**src/logic/pcs_cfg.svh**
```systemverilog
/*
  constants for the phy configuration and self-id link logic: offsets,
  field positions, reset values and codes.
  assumes: included by the design modules by bare name.
*/
// Overview of operation
// - marker code eh replaced by 0h
// - config packet identifier field is 00
// - force-root flag selects root node id
// - gap-update flag loads gap count value
// - new gap count applies at once, survives reset
// - second reset without packet restores 3fh
// - both flags clear: packet ignored
// - destination select picks broadcast or bulky fifo
// - ack code 0001b good, 1101b error
// - lone node: header and ack only
// - no ack quadlet in broadcast fifo
// - header 0000_00e0h then quadlet and inverse
// - bulky fifo gets ack quadlet first
// - extended index selects port range
// - index 3 to 7 port fields reserved
// - more flag, changed sender means lost packet
// - port status two-bit coding
`ifndef PCS_CFG_SVH
`define PCS_CFG_SVH

// ----------------------------------------------------------------
// register offsets (byte addresses)
// ----------------------------------------------------------------
`define PCS_OFF_CTRL 12'h148
`define PCS_OFF_TXQ 12'h000
`define PCS_OFF_STAT 12'h004
`define PCS_OFF_BROADCAST_WRITE_RX_FIFO 12'h008
`define PCS_OFF_BULKY_ASYNC_RX_FIFO 12'h00c
`define PCS_OFF_GAP 12'h010

// ----------------------------------------------------------------
// fields and values
// ----------------------------------------------------------------
`define PCS_BIT_DEST_SEL 21
`define PCS_CTRL_RESET 32'h0000_0000
`define PCS_MARKER_HI 31
`define PCS_MARKER_LO 28
`define PCS_MARKER_TX 4'he
`define PCS_MARKER_PHY 4'h0
`define PCS_GAP_DEFAULT 6'h3f
`define PCS_GAP_RESET_VAL 8'h63
`define PCS_ACK_GOOD 4'h1
`define PCS_ACK_ERR 4'hd
`define PCS_SID_HEADER 32'h0000_00e0
`define PCS_ACK_BASE 32'h0000_8000
`define PCS_FIFO_DEPTH 16
`define PCS_FIFO_AW 4

`endif

```
**src/logic/pcs_pkg.sv**
```systemverilog
/*
  types shared by the phy configuration and self-id link logic.
  assumes: pcs_cfg.svh supplies the numeric constants.
*/
package pcs_pkg;
  // phy-side receive quadlet with its framing
  typedef struct packed {
    logic valid;
    logic first;
    logic [31:0] data;
  } pcs_rxq_t;

  // self-id capture states
  typedef enum logic [1:0] {
    PCS_IDLE = 2'b00,
    PCS_QUAD = 2'b01,
    PCS_INV = 2'b10
  } pcs_sid_st_t;
endpackage : pcs_pkg

```
**src/logic/pcs_fifo.sv**
```systemverilog
/*
  word fifo used for the two self-id receive queues.
  assumes: single clock, synchronous active-high reset.
*/
`timescale 1ns/1ps
`include "pcs_cfg.svh"
module pcs_fifo import pcs_pkg::*; (
  input wire logic clk_in,
  input wire logic rst_in,
  input wire logic wr_in,
  input wire logic [31:0] wdata_in,
  input wire logic rd_in,
  output logic [31:0] rdata_out,
  output logic empty_out,
  output logic full_out
);
  // storage array
  logic [31:0] mem_q [`PCS_FIFO_DEPTH];
  logic [`PCS_FIFO_AW:0] wp_q;
  logic [`PCS_FIFO_AW:0] rp_q;

  assign empty_out = (wp_q == rp_q);
  assign full_out = (wp_q[`PCS_FIFO_AW] != rp_q[`PCS_FIFO_AW]) &&
                    (wp_q[`PCS_FIFO_AW-1:0] == rp_q[`PCS_FIFO_AW-1:0]);
  assign rdata_out = mem_q[rp_q[`PCS_FIFO_AW-1:0]];

  // write side
  always_ff @(posedge clk_in) begin
    if (wr_in && !full_out) begin
      mem_q[wp_q[`PCS_FIFO_AW-1:0]] <= wdata_in;
    end
  end

  // pointers
  always_ff @(posedge clk_in) begin
    if (rst_in) begin
      wp_q <= '0;
      rp_q <= '0;
    end else begin
      if (wr_in && !full_out) wp_q <= wp_q + 1'b1;
      if (rd_in && !empty_out) rp_q <= rp_q + 1'b1;
    end
  end
endmodule : pcs_fifo

```
**src/logic/pcs_gap.sv**
```systemverilog
/*
  gap count keeper: applies configuration packets seen on the bus and
  restores the default after two resets without a new gap update.
  assumes: strobes come from logic on the same clock.
*/
`timescale 1ns/1ps
`include "pcs_cfg.svh"
module pcs_gap import pcs_pkg::*; (
  input wire logic clk_in,
  input wire logic rst_in,
  input wire logic cfg_in,
  input wire logic [31:0] cfg_q_in,
  input wire logic [5:0] my_node_in,
  input wire logic bus_reset_in,
  output logic [5:0] gap_out,
  output logic force_root_out
);
  // resets seen since the last gap-update packet
  logic [1:0] rst_cnt_q;
  logic r_flag;
  logic t_flag;
  assign r_flag = cfg_q_in[23];
  assign t_flag = cfg_q_in[22];

  // gap count and force-root state
  always_ff @(posedge clk_in) begin
    if (rst_in) begin
      gap_out <= `PCS_GAP_DEFAULT;
      force_root_out <= 1'b0;
      rst_cnt_q <= 2'd0;
    end else if (cfg_in && cfg_q_in[31:30] == 2'b00 && (r_flag || t_flag)) begin
      if (r_flag) force_root_out <= (cfg_q_in[29:24] == my_node_in);
      if (t_flag) begin
        gap_out <= cfg_q_in[21:16];
        rst_cnt_q <= 2'd0;
      end
    end else if (bus_reset_in) begin
      if (rst_cnt_q == 2'd1) gap_out <= `PCS_GAP_DEFAULT;
      if (rst_cnt_q != 2'd2) rst_cnt_q <= rst_cnt_q + 2'd1;
    end
  end

  AST_GAP_REV: assert property (@(posedge clk_in) disable iff (rst_in)
    bus_reset_in && !cfg_in && rst_cnt_q == 2'd1 |=> gap_out == `PCS_GAP_DEFAULT)
    else $error("gap not restored");
  AST_GAP_LOAD: assert property (@(posedge clk_in) disable iff (rst_in)
    cfg_in && cfg_q_in[31:30] == 2'b00 && t_flag |=> gap_out == $past(cfg_q_in[21:16]))
    else $error("gap not loaded");
  AST_GAP_RSV: assert property (@(posedge clk_in) disable iff (rst_in)
    cfg_in && !r_flag && !t_flag && !bus_reset_in |=> $stable(gap_out) && $stable(force_root_out))
    else $error("reserved packet acted on");
endmodule : pcs_gap

```
**src/logic/pcs_link.sv**
```systemverilog
/*
  phy configuration transmit and self-id receive sorting, with an
  ahb-lite register slave.
  assumes: phy-side strobes come from logic on CLK_IN; host is ahb master.
*/
`timescale 1ns/1ps
`include "pcs_cfg.svh"
module pcs_link import pcs_pkg::*; (
  input wire logic CLK_IN,
  input wire logic RST_IN,
  input wire logic HSEL_IN,
  input wire logic [31:0] HADDR_IN,
  input wire logic [1:0] HTRANS_IN,
  input wire logic HWRITE_IN,
  input wire logic [2:0] HSIZE_IN,
  input wire logic [31:0] HWDATA_IN,
  input wire logic HREADY_IN,
  output logic [31:0] HRDATA_OUT,
  output logic HREADYOUT_OUT,
  output logic HRESP_OUT,
  output logic PHY_TX_VALID_OUT,
  output logic [31:0] PHY_TX_DATA_OUT,
  input wire logic PHY_RX_VALID_IN,
  input wire logic PHY_RX_FIRST_IN,
  input wire logic [31:0] PHY_RX_DATA_IN,
  input wire logic PHY_RX_ERR_IN,
  input wire logic PHY_SID_END_IN,
  input wire logic PHY_BUS_RESET_IN,
  input wire logic [5:0] NODE_ID_IN,
  output logic [5:0] GAP_COUNT_OUT,
  output logic FORCE_ROOT_OUT
);
  // ----------------------------------------------------------------
  // ahb address phase capture
  // ----------------------------------------------------------------
  logic dp_act_q;
  logic dp_wr_q;
  logic [11:0] dp_addr_q;
  logic [31:0] ctrl_q;
  logic tx_idx_q;
  logic [7:0] lost_cnt_q;
  pcs_rxq_t rx;
  pcs_sid_st_t st_q;
  logic [31:0] sid_q;
  logic sid_err_q;
  logic sid_more_q;
  logic [5:0] sid_node_q;
  logic wr_bw;
  logic wr_ba;
  logic [31:0] wd_bw;
  logic [31:0] wd_ba;
  logic rd_bw;
  logic rd_ba;
  logic [31:0] bw_dat;
  logic [31:0] ba_dat;
  logic bw_empty;
  logic ba_empty;
  logic bw_full;
  logic ba_full;
  logic ack_pend_q;
  logic [5:0] gap_w;
  logic root_w;
  logic cfg_seen;
  logic [7:0] conn_cnt_q;
  // bulky queue holds self-ids back so the ack quadlet can lead
  logic [31:0] sid_buf_q [8];
  logic [3:0] buf_cnt_q;
  logic buf_wr;
  logic drain_q;
  logic [3:0] drain_idx_q;

  // ack quadlet from a code
  function automatic logic [31:0] ack_quad(input logic err);
    ack_quad = `PCS_ACK_BASE | {28'h0, (err ? `PCS_ACK_ERR : `PCS_ACK_GOOD)};
  endfunction : ack_quad

  // connected ports: high bit of a status pair set
  function automatic logic [3:0] conn_ports(input logic [31:0] q);
    conn_ports = 4'h0;
    for (int i = 0; i < 8; i++) conn_ports = conn_ports + {3'h0, q[2 * i + 3]};
  endfunction : conn_ports

  assign rx = '{valid: PHY_RX_VALID_IN, first: PHY_RX_FIRST_IN, data: PHY_RX_DATA_IN};

  // address phase register
  always_ff @(posedge CLK_IN) begin
    if (RST_IN) begin
      dp_act_q <= 1'b0;
      dp_wr_q <= 1'b0;
      dp_addr_q <= 12'h000;
    end else if (HREADY_IN) begin
      dp_act_q <= HSEL_IN && HTRANS_IN[1];
      dp_wr_q <= HWRITE_IN;
      dp_addr_q <= HADDR_IN[11:0];
    end
  end

  // slave always zero wait, okay
  always_ff @(posedge CLK_IN) begin
    if (RST_IN) begin
      HREADYOUT_OUT <= 1'b1;
      HRESP_OUT <= 1'b0;
    end else begin
      HREADYOUT_OUT <= 1'b1;
      HRESP_OUT <= 1'b0;
    end
  end

  // ----------------------------------------------------------------
  // control register
  // ----------------------------------------------------------------
  always_ff @(posedge CLK_IN) begin
    if (RST_IN) begin
      ctrl_q <= `PCS_CTRL_RESET;
    end else if (dp_act_q && dp_wr_q && dp_addr_q == `PCS_OFF_CTRL) begin
      ctrl_q <= HWDATA_IN;
    end
  end

  // read data, registered in the address phase for a zero-wait reply
  always_ff @(posedge CLK_IN) begin
    if (RST_IN) begin
      HRDATA_OUT <= 32'h0000_0000;
    end else if (HREADY_IN && HSEL_IN && HTRANS_IN[1] && !HWRITE_IN) begin
      unique case (HADDR_IN[11:0])
        `PCS_OFF_CTRL: HRDATA_OUT <= ctrl_q;
        `PCS_OFF_STAT: HRDATA_OUT <= {lost_cnt_q, 8'h00, conn_cnt_q, 4'h0, ba_full,
                                      ba_empty, bw_full, bw_empty};
        `PCS_OFF_BROADCAST_WRITE_RX_FIFO: HRDATA_OUT <= bw_dat;
        `PCS_OFF_BULKY_ASYNC_RX_FIFO: HRDATA_OUT <= ba_dat;
        `PCS_OFF_GAP: HRDATA_OUT <= {25'h0, root_w, gap_w};
        default: HRDATA_OUT <= 32'h0000_0000;
      endcase
    end
  end

  // fifo pops on read address phase
  assign rd_bw = HREADY_IN && HSEL_IN && HTRANS_IN[1] && !HWRITE_IN &&
                 HADDR_IN[11:0] == `PCS_OFF_BROADCAST_WRITE_RX_FIFO;
  assign rd_ba = HREADY_IN && HSEL_IN && HTRANS_IN[1] && !HWRITE_IN &&
                 HADDR_IN[11:0] == `PCS_OFF_BULKY_ASYNC_RX_FIFO;

  // ----------------------------------------------------------------
  // phy configuration transmit
  // ----------------------------------------------------------------
  // two-quadlet request, marker rewrite
  always_ff @(posedge CLK_IN) begin
    if (RST_IN) begin
      tx_idx_q <= 1'b0;
      PHY_TX_VALID_OUT <= 1'b0;
      PHY_TX_DATA_OUT <= 32'h0000_0000;
    end else begin
      PHY_TX_VALID_OUT <= 1'b0;
      if (dp_act_q && dp_wr_q && dp_addr_q == `PCS_OFF_TXQ) begin
        PHY_TX_VALID_OUT <= 1'b1;
        PHY_TX_DATA_OUT <= HWDATA_IN;
        if (!tx_idx_q && HWDATA_IN[`PCS_MARKER_HI:`PCS_MARKER_LO] == `PCS_MARKER_TX) begin
          PHY_TX_DATA_OUT[`PCS_MARKER_HI:`PCS_MARKER_LO] <= `PCS_MARKER_PHY;
        end
        tx_idx_q <= ~tx_idx_q;
      end
    end
  end

  AST_MARKER: assert property (@(posedge CLK_IN) disable iff (RST_IN)
    dp_act_q && dp_wr_q && dp_addr_q == `PCS_OFF_TXQ && !tx_idx_q &&
    HWDATA_IN[31:28] == 4'he |=> PHY_TX_VALID_OUT && PHY_TX_DATA_OUT[31:28] == 4'h0)
    else $error("marker not rewritten");

  // ----------------------------------------------------------------
  // self-id receive sorting
  // ----------------------------------------------------------------
  // config packet on the bus: first quadlet with identifier 00
  assign cfg_seen = rx.valid && rx.first && st_q == PCS_IDLE && rx.data[31:30] == 2'b00;

  // self-id capture, header then quadlet and inverse
  always_ff @(posedge CLK_IN) begin
    if (RST_IN) begin
      st_q <= PCS_IDLE;
      sid_q <= 32'h0;
      sid_err_q <= 1'b0;
      ack_pend_q <= 1'b0;
      sid_more_q <= 1'b0;
      sid_node_q <= 6'h0;
      lost_cnt_q <= 8'h0;
      conn_cnt_q <= 8'h0;
    end else begin
      ack_pend_q <= 1'b0;
      unique case (st_q)
        PCS_IDLE: begin
          if (PHY_BUS_RESET_IN) begin
            st_q <= PCS_QUAD;
            sid_err_q <= 1'b0;
            sid_more_q <= 1'b0;
            conn_cnt_q <= 8'h0;
          end
        end
        PCS_QUAD: begin
          if (PHY_SID_END_IN) begin
            st_q <= PCS_IDLE;
            ack_pend_q <= 1'b1;
          end else if (rx.valid) begin
            sid_q <= rx.data;
            if (sid_more_q && rx.data[29:24] != sid_node_q) lost_cnt_q <= lost_cnt_q + 8'd1;
            sid_node_q <= rx.data[29:24];
            sid_more_q <= rx.data[0];
            // extended index 0 to 2 only, 3 to 7 reserved
            if (rx.data[23] && rx.data[22:20] <= 3'd2) begin
              conn_cnt_q <= conn_cnt_q + {4'h0, conn_ports(rx.data)};
            end
            st_q <= PCS_INV;
          end
        end
        PCS_INV: begin
          if (rx.valid) begin
            if (rx.data != ~sid_q || PHY_RX_ERR_IN) sid_err_q <= 1'b1;
            st_q <= PCS_QUAD;
          end
        end
        default: st_q <= PCS_IDLE;
      endcase
    end
  end

  // destination select, ack placement, no ack in bw
  always_comb begin
    wr_bw = 1'b0;
    wr_ba = 1'b0;
    wd_bw = rx.data;
    wd_ba = rx.data;
    if (st_q == PCS_IDLE && PHY_BUS_RESET_IN) begin
      wd_bw = `PCS_SID_HEADER;
      wr_bw = ctrl_q[`PCS_BIT_DEST_SEL];
    end else if (st_q != PCS_IDLE && rx.valid && !PHY_SID_END_IN) begin
      wr_bw = ctrl_q[`PCS_BIT_DEST_SEL];
    end
    if (ack_pend_q && !ctrl_q[`PCS_BIT_DEST_SEL]) begin
      wr_ba = 1'b1;
      wd_ba = ack_quad(sid_err_q);
    end else if (drain_q) begin
      wr_ba = 1'b1;
      wd_ba = (drain_idx_q == 4'h0) ? `PCS_SID_HEADER : sid_buf_q[3'(drain_idx_q - 4'h1)];
    end
  end

  // self-ids bound for the bulky queue wait until the ack code is known
  assign buf_wr = st_q != PCS_IDLE && rx.valid && !PHY_SID_END_IN &&
                  !ctrl_q[`PCS_BIT_DEST_SEL] && buf_cnt_q != 4'd8;

  // hold store of eight quadlets, drained after the ack
  always_ff @(posedge CLK_IN) begin
    if (RST_IN) begin
      buf_cnt_q <= 4'h0;
      drain_q <= 1'b0;
      drain_idx_q <= 4'h0;
    end else if (st_q == PCS_IDLE && PHY_BUS_RESET_IN) begin
      // new phase drops whatever was left
      buf_cnt_q <= 4'h0;
      drain_q <= 1'b0;
    end else if (ack_pend_q && !ctrl_q[`PCS_BIT_DEST_SEL]) begin
      drain_q <= 1'b1;
      drain_idx_q <= 4'h0;
    end else if (drain_q) begin
      // header at index 0, last item out when index meets count
      if (drain_idx_q == buf_cnt_q) drain_q <= 1'b0;
      drain_idx_q <= drain_idx_q + 4'h1;
    end else if (buf_wr) begin
      sid_buf_q[buf_cnt_q[2:0]] <= rx.data;
      buf_cnt_q <= buf_cnt_q + 4'h1;
    end
  end

  AST_NO_ACK_BW: assert property (@(posedge CLK_IN) disable iff (RST_IN)
    ack_pend_q && ctrl_q[21] |-> !wr_bw)
    else $error("ack written to broadcast queue");
  AST_ACK_CODE: assert property (@(posedge CLK_IN) disable iff (RST_IN)
    ack_pend_q && !ctrl_q[21] |-> wd_ba[3:0] == (sid_err_q ? 4'hd : 4'h1))
    else $error("bad ack code");
  AST_ACK_FIRST: assert property (@(posedge CLK_IN) disable iff (RST_IN)
    ack_pend_q && !ctrl_q[21] && !PHY_BUS_RESET_IN |=> wr_ba && wd_ba == 32'h0000_00e0)
    else $error("header does not follow ack");

  pcs_fifo u_bw (
    .clk_in(CLK_IN),
    .rst_in(RST_IN),
    .wr_in(wr_bw),
    .wdata_in(wd_bw),
    .rd_in(rd_bw),
    .rdata_out(bw_dat),
    .empty_out(bw_empty),
    .full_out(bw_full)
  );

  pcs_fifo u_ba (
    .clk_in(CLK_IN),
    .rst_in(RST_IN),
    .wr_in(wr_ba),
    .wdata_in(wd_ba),
    .rd_in(rd_ba),
    .rdata_out(ba_dat),
    .empty_out(ba_empty),
    .full_out(ba_full)
  );

  // ----------------------------------------------------------------
  // gap count and force root
  // ----------------------------------------------------------------
  pcs_gap u_gap (
    .clk_in(CLK_IN),
    .rst_in(RST_IN),
    .cfg_in(cfg_seen),
    .cfg_q_in(rx.data),
    .my_node_in(NODE_ID_IN),
    .bus_reset_in(PHY_BUS_RESET_IN),
    .gap_out(gap_w),
    .force_root_out(root_w)
  );

  // registered copies for the pins
  always_ff @(posedge CLK_IN) begin
    if (RST_IN) begin
      GAP_COUNT_OUT <= `PCS_GAP_DEFAULT;
      FORCE_ROOT_OUT <= 1'b0;
    end else begin
      GAP_COUNT_OUT <= gap_w;
      FORCE_ROOT_OUT <= root_w;
    end
  end
endmodule : pcs_link

```
**config.mk**
```make
export PLATFORM = sky130hd
export DESIGN_NAME = pcs_link
export DESIGN_NICKNAME = d
export VERILOG_FILES = /design/src/logic/pcs_pkg.sv /design/src/logic/pcs_fifo.sv /design/src/logic/pcs_gap.sv /design/src/logic/pcs_link.sv
export VERILOG_INCLUDE_DIRS = /design/src /design/src/logic
export SDC_FILE = /design/constraint.sdc
export NUM_CORES = 2
export LEC_CHECK = 0
export BUFFER_PORTS_ARGS = -buffer_cell sky130_fd_sc_hd__buf_4
export CORE_MARGIN = 1
export CORE_UTILIZATION = 35
export CTS_BUF_LIST = sky130_fd_sc_hd__clkbuf_8
export DETAILED_ROUTE_END_ITERATION = 6
export PLACE_DENSITY = 0.51
export SYNTH_ARGS = -nofsm -noshare
export SYNTH_HDL_FRONTEND = slang
export SYNTH_SLANG_ARGS = --single-unit
```
**constraint.sdc**
```tcl
create_clock -name CLK_IN -period 5.21 [get_ports CLK_IN]
set_clock_uncertainty 0.1 [all_clocks]
set_input_delay 0.2605 -clock CLK_IN [delete_from_list [all_inputs] [get_ports CLK_IN]]
set_output_delay 0.2605 -clock CLK_IN [all_outputs]
set_load 0.02 [all_outputs]
```
# Word-level counts from Yosys, hierarchy flattened
# Memory sizes are Yosys's and may differ from the RTL's. A register that Yosys moved wholly into a read port is not among the register bits.
# Cells that the tools add are included.
# classes
n_addsub,17
magnitude_cmp,1
n_eq_ne,30
mux,57
bitwise_logic,7
n_reduce_logical,63
# op_table
operator,n
$pmux W32 S5,1
$mux W32,4
$mux W4,8
$mux W8,4
$ne A32 B32 Y1,1
$not A32 Y32,1
$logic_and A1 B1 Y1,29
$eq A12 B4 Y1 const B,2
$eq A12 B9 Y1 const B,2
$mux W1,24
$mux W6,4
$add A5 B1 Y5 const B,4
$add A4 B1 Y4,4
$mux W2,8
$ne A2 B2 Y1 const B,8
$pmux W8 S2,1
$reduce_and A3 Y1,5
$reduce_bool A2 Y1,7
$eq A12 B3 Y1 const B,1
$eq A12 B5 Y1 const B,1
$eq A4 B4 Y1,3
$logic_not A12 Y1,1
$reduce_and A4 Y1,3
$eq A5 B5 Y1,2
other kinds (27),47
# word_totals
reg_bits,216
ram_bits,1280
out_inout_bits,74
elab_cells,206
mem_count,3
# mem_list
memory,depth,width,rd,rd_clocked_by_memory_dff,wr,line,rtl
u_ba.mem_q,16,32,1,1,1,pcs_fifo.sv:18,logic [31:0] mem_q [`PCS_FIFO_DEPTH];
u_bw.mem_q,16,32,1,1,1,pcs_fifo.sv:18,
sid_buf_q,8,32,1,0,1,pcs_link.sv:66,logic [31:0] sid_buf_q [8];

# Logic depth before layout (Yosys ltp)
# logic_depth
ltp_word,12
depth_mapped,13
ltp_nobuf,13

# Hierarchy
# From an unflattened synthesis, not the netlist that was laid out.
# unflattened
cells_unflattened,3111
hier_area_um2,59505.8
# by_module_without_submodules
mod,n_inst,cells_per_inst,area_per_inst_um2
pcs_fifo,2,809,20249.4
pcs_link,1,1437,18482.7
pcs_gap,1,56,524.3

# Worst setup path after synthesis
# No wires, ideal clock.
# synth_path
path_kind,reg2reg
from,register buf_cnt_q[0]
to,"memory sid_buf_q[2][0], enable pin"
setup_ps,461
arrival_ps,3969
required_ps,4649
path_slack_ps,680
stages_incl_launch_ff,8
period_less_slack_ps,4530
cell_sequence,dfxtp_1 -> clkbuf_1 -> inv_1 -> ha_1 -> and3b_1 -> nor4b_2 -> nand3_1 -> nor3_1
# synth_between
elab_chain_cells,8
# synth_lines
item,line,rtl
from (decl),pcs_link.sv:67,logic [3:0] buf_cnt_q;
from (signal assigned),pcs_link.sv:269,buf_cnt_q <= buf_cnt_q + 4'h1;
$ne A4 B4 Y1,pcs_link.sv:248,!ctrl_q[`PCS_BIT_DEST_SEL] && buf_cnt_q != 4'd8;
$logic_and A1 B1 Y1,pcs_link.sv:247,assign buf_wr = st_q != PCS_IDLE && rx.valid && !PHY_SID_END_IN &&
$mux W1,pcs_link.sv:267,end else if (buf_wr) begin
$mux W1,pcs_link.sv:263,end else if (drain_q) begin
$mux W1,pcs_link.sv:260,end else if (ack_pend_q && !ctrl_q[`PCS_BIT_DEST_SEL]) begin
$mux W1,pcs_link.sv:256,end else if (st_q == PCS_IDLE && PHY_BUS_RESET_IN) begin
$mux W1,pcs_link.sv:252,if (RST_IN) begin
$mux W1 (implied by the code),pcs_link.sv:268,sid_buf_q[buf_cnt_q[2:0]] <= rx.data;
to (decl),pcs_link.sv:66,
# Parallel ways exist; a longest one is shown, timed or not.

# Worst setup path after layout
# layout_path
from,register ctrl_q[21]
to,"memory sid_buf_q[7][10], enable pin"
# layout_between
elab_chain_cells,9
# layout_lines
item,line,rtl
from (decl),pcs_link.sv:39,logic [31:0] ctrl_q;
from (signal assigned),pcs_link.sv:114,ctrl_q <= `PCS_CTRL_RESET;
$logic_not A1 Y1 *,"pcs_link.sv:248, pcs_link.sv:260",
$logic_and A1 B1 Y1 (2 in a row),pcs_link.sv:247,
$mux W1,pcs_link.sv:267,
$mux W1,pcs_link.sv:263,
$mux W1 *,pcs_link.sv:260,
$mux W1 *,pcs_link.sv:256,
$mux W1 *,pcs_link.sv:252,
$mux W1 (implied by the code) *,pcs_link.sv:268,
# Every way passes the cells marked *; elsewhere a longest branch is shown, timed or not.

==> results_dict.tcl <==
set metrics [dict create \
    run_status "finished clean" \
    syn_area_um2 58600 \
    postRouteWirelength_um 169000 \
    synth_fa_ha_area_frac 0.00662 \
    cp-start-kind "flop" \
    grt_use_total 0.199 \
    drt_pass1_iterations 7 \
    synth.distinct_cells 66 \
    first_iter_violations 3104 \
    max_stage_delay_ns 0.65 \
    fin_util 0.421 \
    slew_headroom 0.0335 \
    syn_area_per_cell_um2 18.1 \
    power_leakage_nw 23.4 \
    fp-row-count 149 \
    final_nets 3927 \
    period_minus_slack_ns 3.85 \
    synth_most_common_cell "edfxtp_1" \
    fp.dieH_um 411 \
    drive_gt1_frac 0.258 \
    syn_nets 3377 \
    cts_buffers 274 \
    r2r_end "sid_buf_q[7][10]$_DFFE_PP_" \
    grt_pass1_wl_um 239000 \
    hold_buffers 150 \
    cts.htree.levels 5 \
    synth_mux_area_frac 0.148 \
    worst_setup_path_end_kind "flop" \
    synth_common_cells "edfxtp_1 (1280), mux4_2 (296), dfxtp_1 (218)" \
    grt_overflow 0 \
    clkSinkCount 1498 \
    final_max_slew_viol_count 0 \
    rrSetupSlack_ns 1.36 \
    hold_viol 0 \
    max-vdd-ir-drop_v 0.000282 \
    path_max_fanout 22 \
    clk_latency_ns 0.97 \
    grt_max_degree 73 \
    cp_common_cell "nor2_4" \
    postCtsResizedCells 0 \
    tns_ns 0 \
    vias_per_cell 5.27 \
    core-area_um2 166000 \
    synth_area_leaders "edfxtp_1 (66%), mux4_2 (11%), dfxtp_1 (7.5%), mux2i_1 (3.3%), nor2_1 (1.2%)" \
    clockBufferDepth 4 \
    ys_async_sr_fraction 0 \
    post-route-period-util 0.738 \
    fp.dieW_um 411 \
    synth_xor_area_frac 0.0127 \
    setup_viol 0 \
    crit_chain "nor2b_1 -> nor2_4 -> nor4b_2 -> nand3_1 -> nor2_4 -> buf_4" \
    die-area_um2 169000 \
    ys_ff_latch 1498 \
    start_util 0.354 \
    arrival_ns 4.33 \
    routabilityCongestion 0.790 \
    drv_cap 0 \
    worst_ep_required_time_ns 5.69 \
    crit_cells 6 \
    worst_slew_pin_slew_ns 1.44 \
    critPathTopFamily "simple AND/OR/NAND/NOR gates" \
    ant_nets 0 \
    io-pin-count 191 \
    grt_antenna_before_repair 14 \
    yosys_warnings 0 \
    synth_top_family_by_area "multiplexers" \
    rsz0062_at_grt "no" \
    crit_path_end "sid_buf_q[7][10]$_DFFE_PP_" \
    worstRegToRegCells 6 \
    synth_edf_count 1280 \
    yosysTopAreaCell "edfxtp_1" \
    crit_slowest_cell "nor4b_2" \
    crit_type "flop to flop" \
    clkTransAtPathRegs_ns 0.06 \
    dp_hpwl_um 105000 \
    post_cts_buffers 0 \
    synth_top_area_frac 0.656 \
    synthSimpleGateAreaFrac 0.0429 \
    min_path_type "input port to flop" \
    synthFlopType "edfxtp_1" \
    vias 32500 \
    r2r-start "ctrl_q[21]$_SDFFE_PP0P_" \
    syn_inst 3232 \
    place.port_buffers 164 \
    tritoncts "done" \
    synthToLayoutAreaGrowth_pct 19.0 \
    path_buf_inv 1 \
    routedWlPerCell_um 27.5 \
    powerDensity_nw_per_um2 343 \
    yosysSeqAreaShare 0.731 \
    drc 0 \
    grt_pass1_vias 32500 \
    clock.fmax_mhz 260 \
    synth_compound_area_frac 0.0431 \
    root_buffer "clkbuf_8" \
    crit_start "ctrl_q[21]$_SDFFE_PP0P_" \
]
==> power by group <==
group,switching [W],internal [W],leakage (nW),total [W]
combinational,0.000515,0.000257,7.27,0.000772
sequential,0.0000241,0.0131,13.3,0.0131
clock,0.00471,0.00533,2.83,0.0100
==> placed cells by master (no fill, tap or decap), types with 19 or more instances in the layout <==
cell type / synthesis / layout
a22o_1: 58 / 58
edfxtp_1: 1280 / 1280
dfxtp_1: 218 / 211
mux2i_1: 191 / 191
nand4_1: 24 / 24
clkbuf_8: 0 / 297
a22oi_1: 38 / 38
xnor2_1: 20 / 20
inv_1: 27 / 122
a21oi_1: 87 / 87
o21ai_1: 16 / 30
o21ai_0: 68 / 50
clkinv_1: 0 / 46
nor2_4: 0 / 30
ha_1: 23 / 22
buf_4: 4 / 300
nand2_1: 174 / 174
nor2_1: 187 / 156
clkinv_2: 0 / 19
xor2_1: 65 / 64
nand2b_1: 28 / 28
a211oi_1: 33 / 33
nor2b_1: 35 / 29
dlygate4sd3_1: 0 / 150
mux4_2: 296 / 296
==> worst register-to-register path: cells and delay by family (launching register included) <==
family        cells  cell delay (ns)
buf+inv           1             0.43
flops             1             0.63
simple gates      5             2.27
==> final cells by class <==
class	count	area, µm²
Sequential cell	1498	42800
Multi-Input combinational cell	1521	15200
Tap cell	2189	2740
Fill cell	14800	95900
Timing Repair Buffer	459	3920
Antenna cell	7	17.5
Inverter	28	105
Clock inverter	166	733
Clock buffer	296	4070
==> stage by stage <==
step	instance area, µm²	cells	hold slack [ns]	total power, W	setup slack (ns)
2_1_floorplan	58600	3232	0.259	0.0137	0.680
3_3_place_gp	63300	5544	0.354	0.0140	1.28
3_5_place_dp	63300	5544	0.358	0.0140	1.33
4_1_cts	69600	6156	0.00541	0.0242	1.36
5_1_grt	69600	6161	0.0549	0.0247	1.13
6_report	69700	6164	0.0860	0.0239	1.36
==> registers in the layout, indices dropped and copies added (netlist names), 2 cells and up, named ones only <==
signal,flops
u_ba.mem_q,512
u_bw.mem_q,512
sid_buf_q,256
HRDATA_OUT,32
PHY_TX_DATA_OUT,32
ctrl_q,32
sid_q,32
dp_addr_q,12
conn_cnt_q,8
lost_cnt_q,8
GAP_COUNT_OUT,6
u_gap.gap_out,6
u_ba.rp_q,5
u_ba.wp_q,5
u_bw.rp_q,5
u_bw.wp_q,5
buf_cnt_q,4
drain_idx_q,4
st_q,2
u_gap.rst_cnt_q,2
==> how the worst min path moves through the flow <==
stage                                start                   endpoint  slack (ns)  depth (start not counted)
floorplan                PHY_RX_DATA_IN[0]  sid_buf_q[0][0]$_DFFE_PP_        0.26                          0
global placement    sid_q[24]$_SDFFE_PP0P_     sid_q[24]$_SDFFE_PP0P_        0.35                          2
detailed placement   sid_q[7]$_SDFFE_PP0P_      sid_q[7]$_SDFFE_PP0P_        0.36                          2
CTS                     PHY_RX_DATA_IN[15]     sid_q[15]$_SDFFE_PP0P_       0.005                          4
global route            PHY_RX_DATA_IN[15]     sid_q[15]$_SDFFE_PP0P_        0.05                          4
finish                        HWDATA_IN[8]     ctrl_q[8]$_SDFFE_PP0P_        0.09                          4
==> cells by family after synthesis <==
kind of cell,count (synthesis)
flip-flops,1498
AND/OR/NAND/NOR,538
multiplexers,497
AO/OA/AOI/OAI,371
buffers and inverters,213
XOR/XNOR,85
adder cells (fa/ha/maj),28
other,2
==> per-layer routing <==
layer  GRT usage  routed length [µm]  up-vias
met3      0.0460               13200      311
met2       0.297               75800     1252
li1            -                   -    14000
met4      0.0713                5190        2
met1       0.283               75200    16900
met5           0                  13        -
No activity file was read; power rests on OpenSTA's default activity.
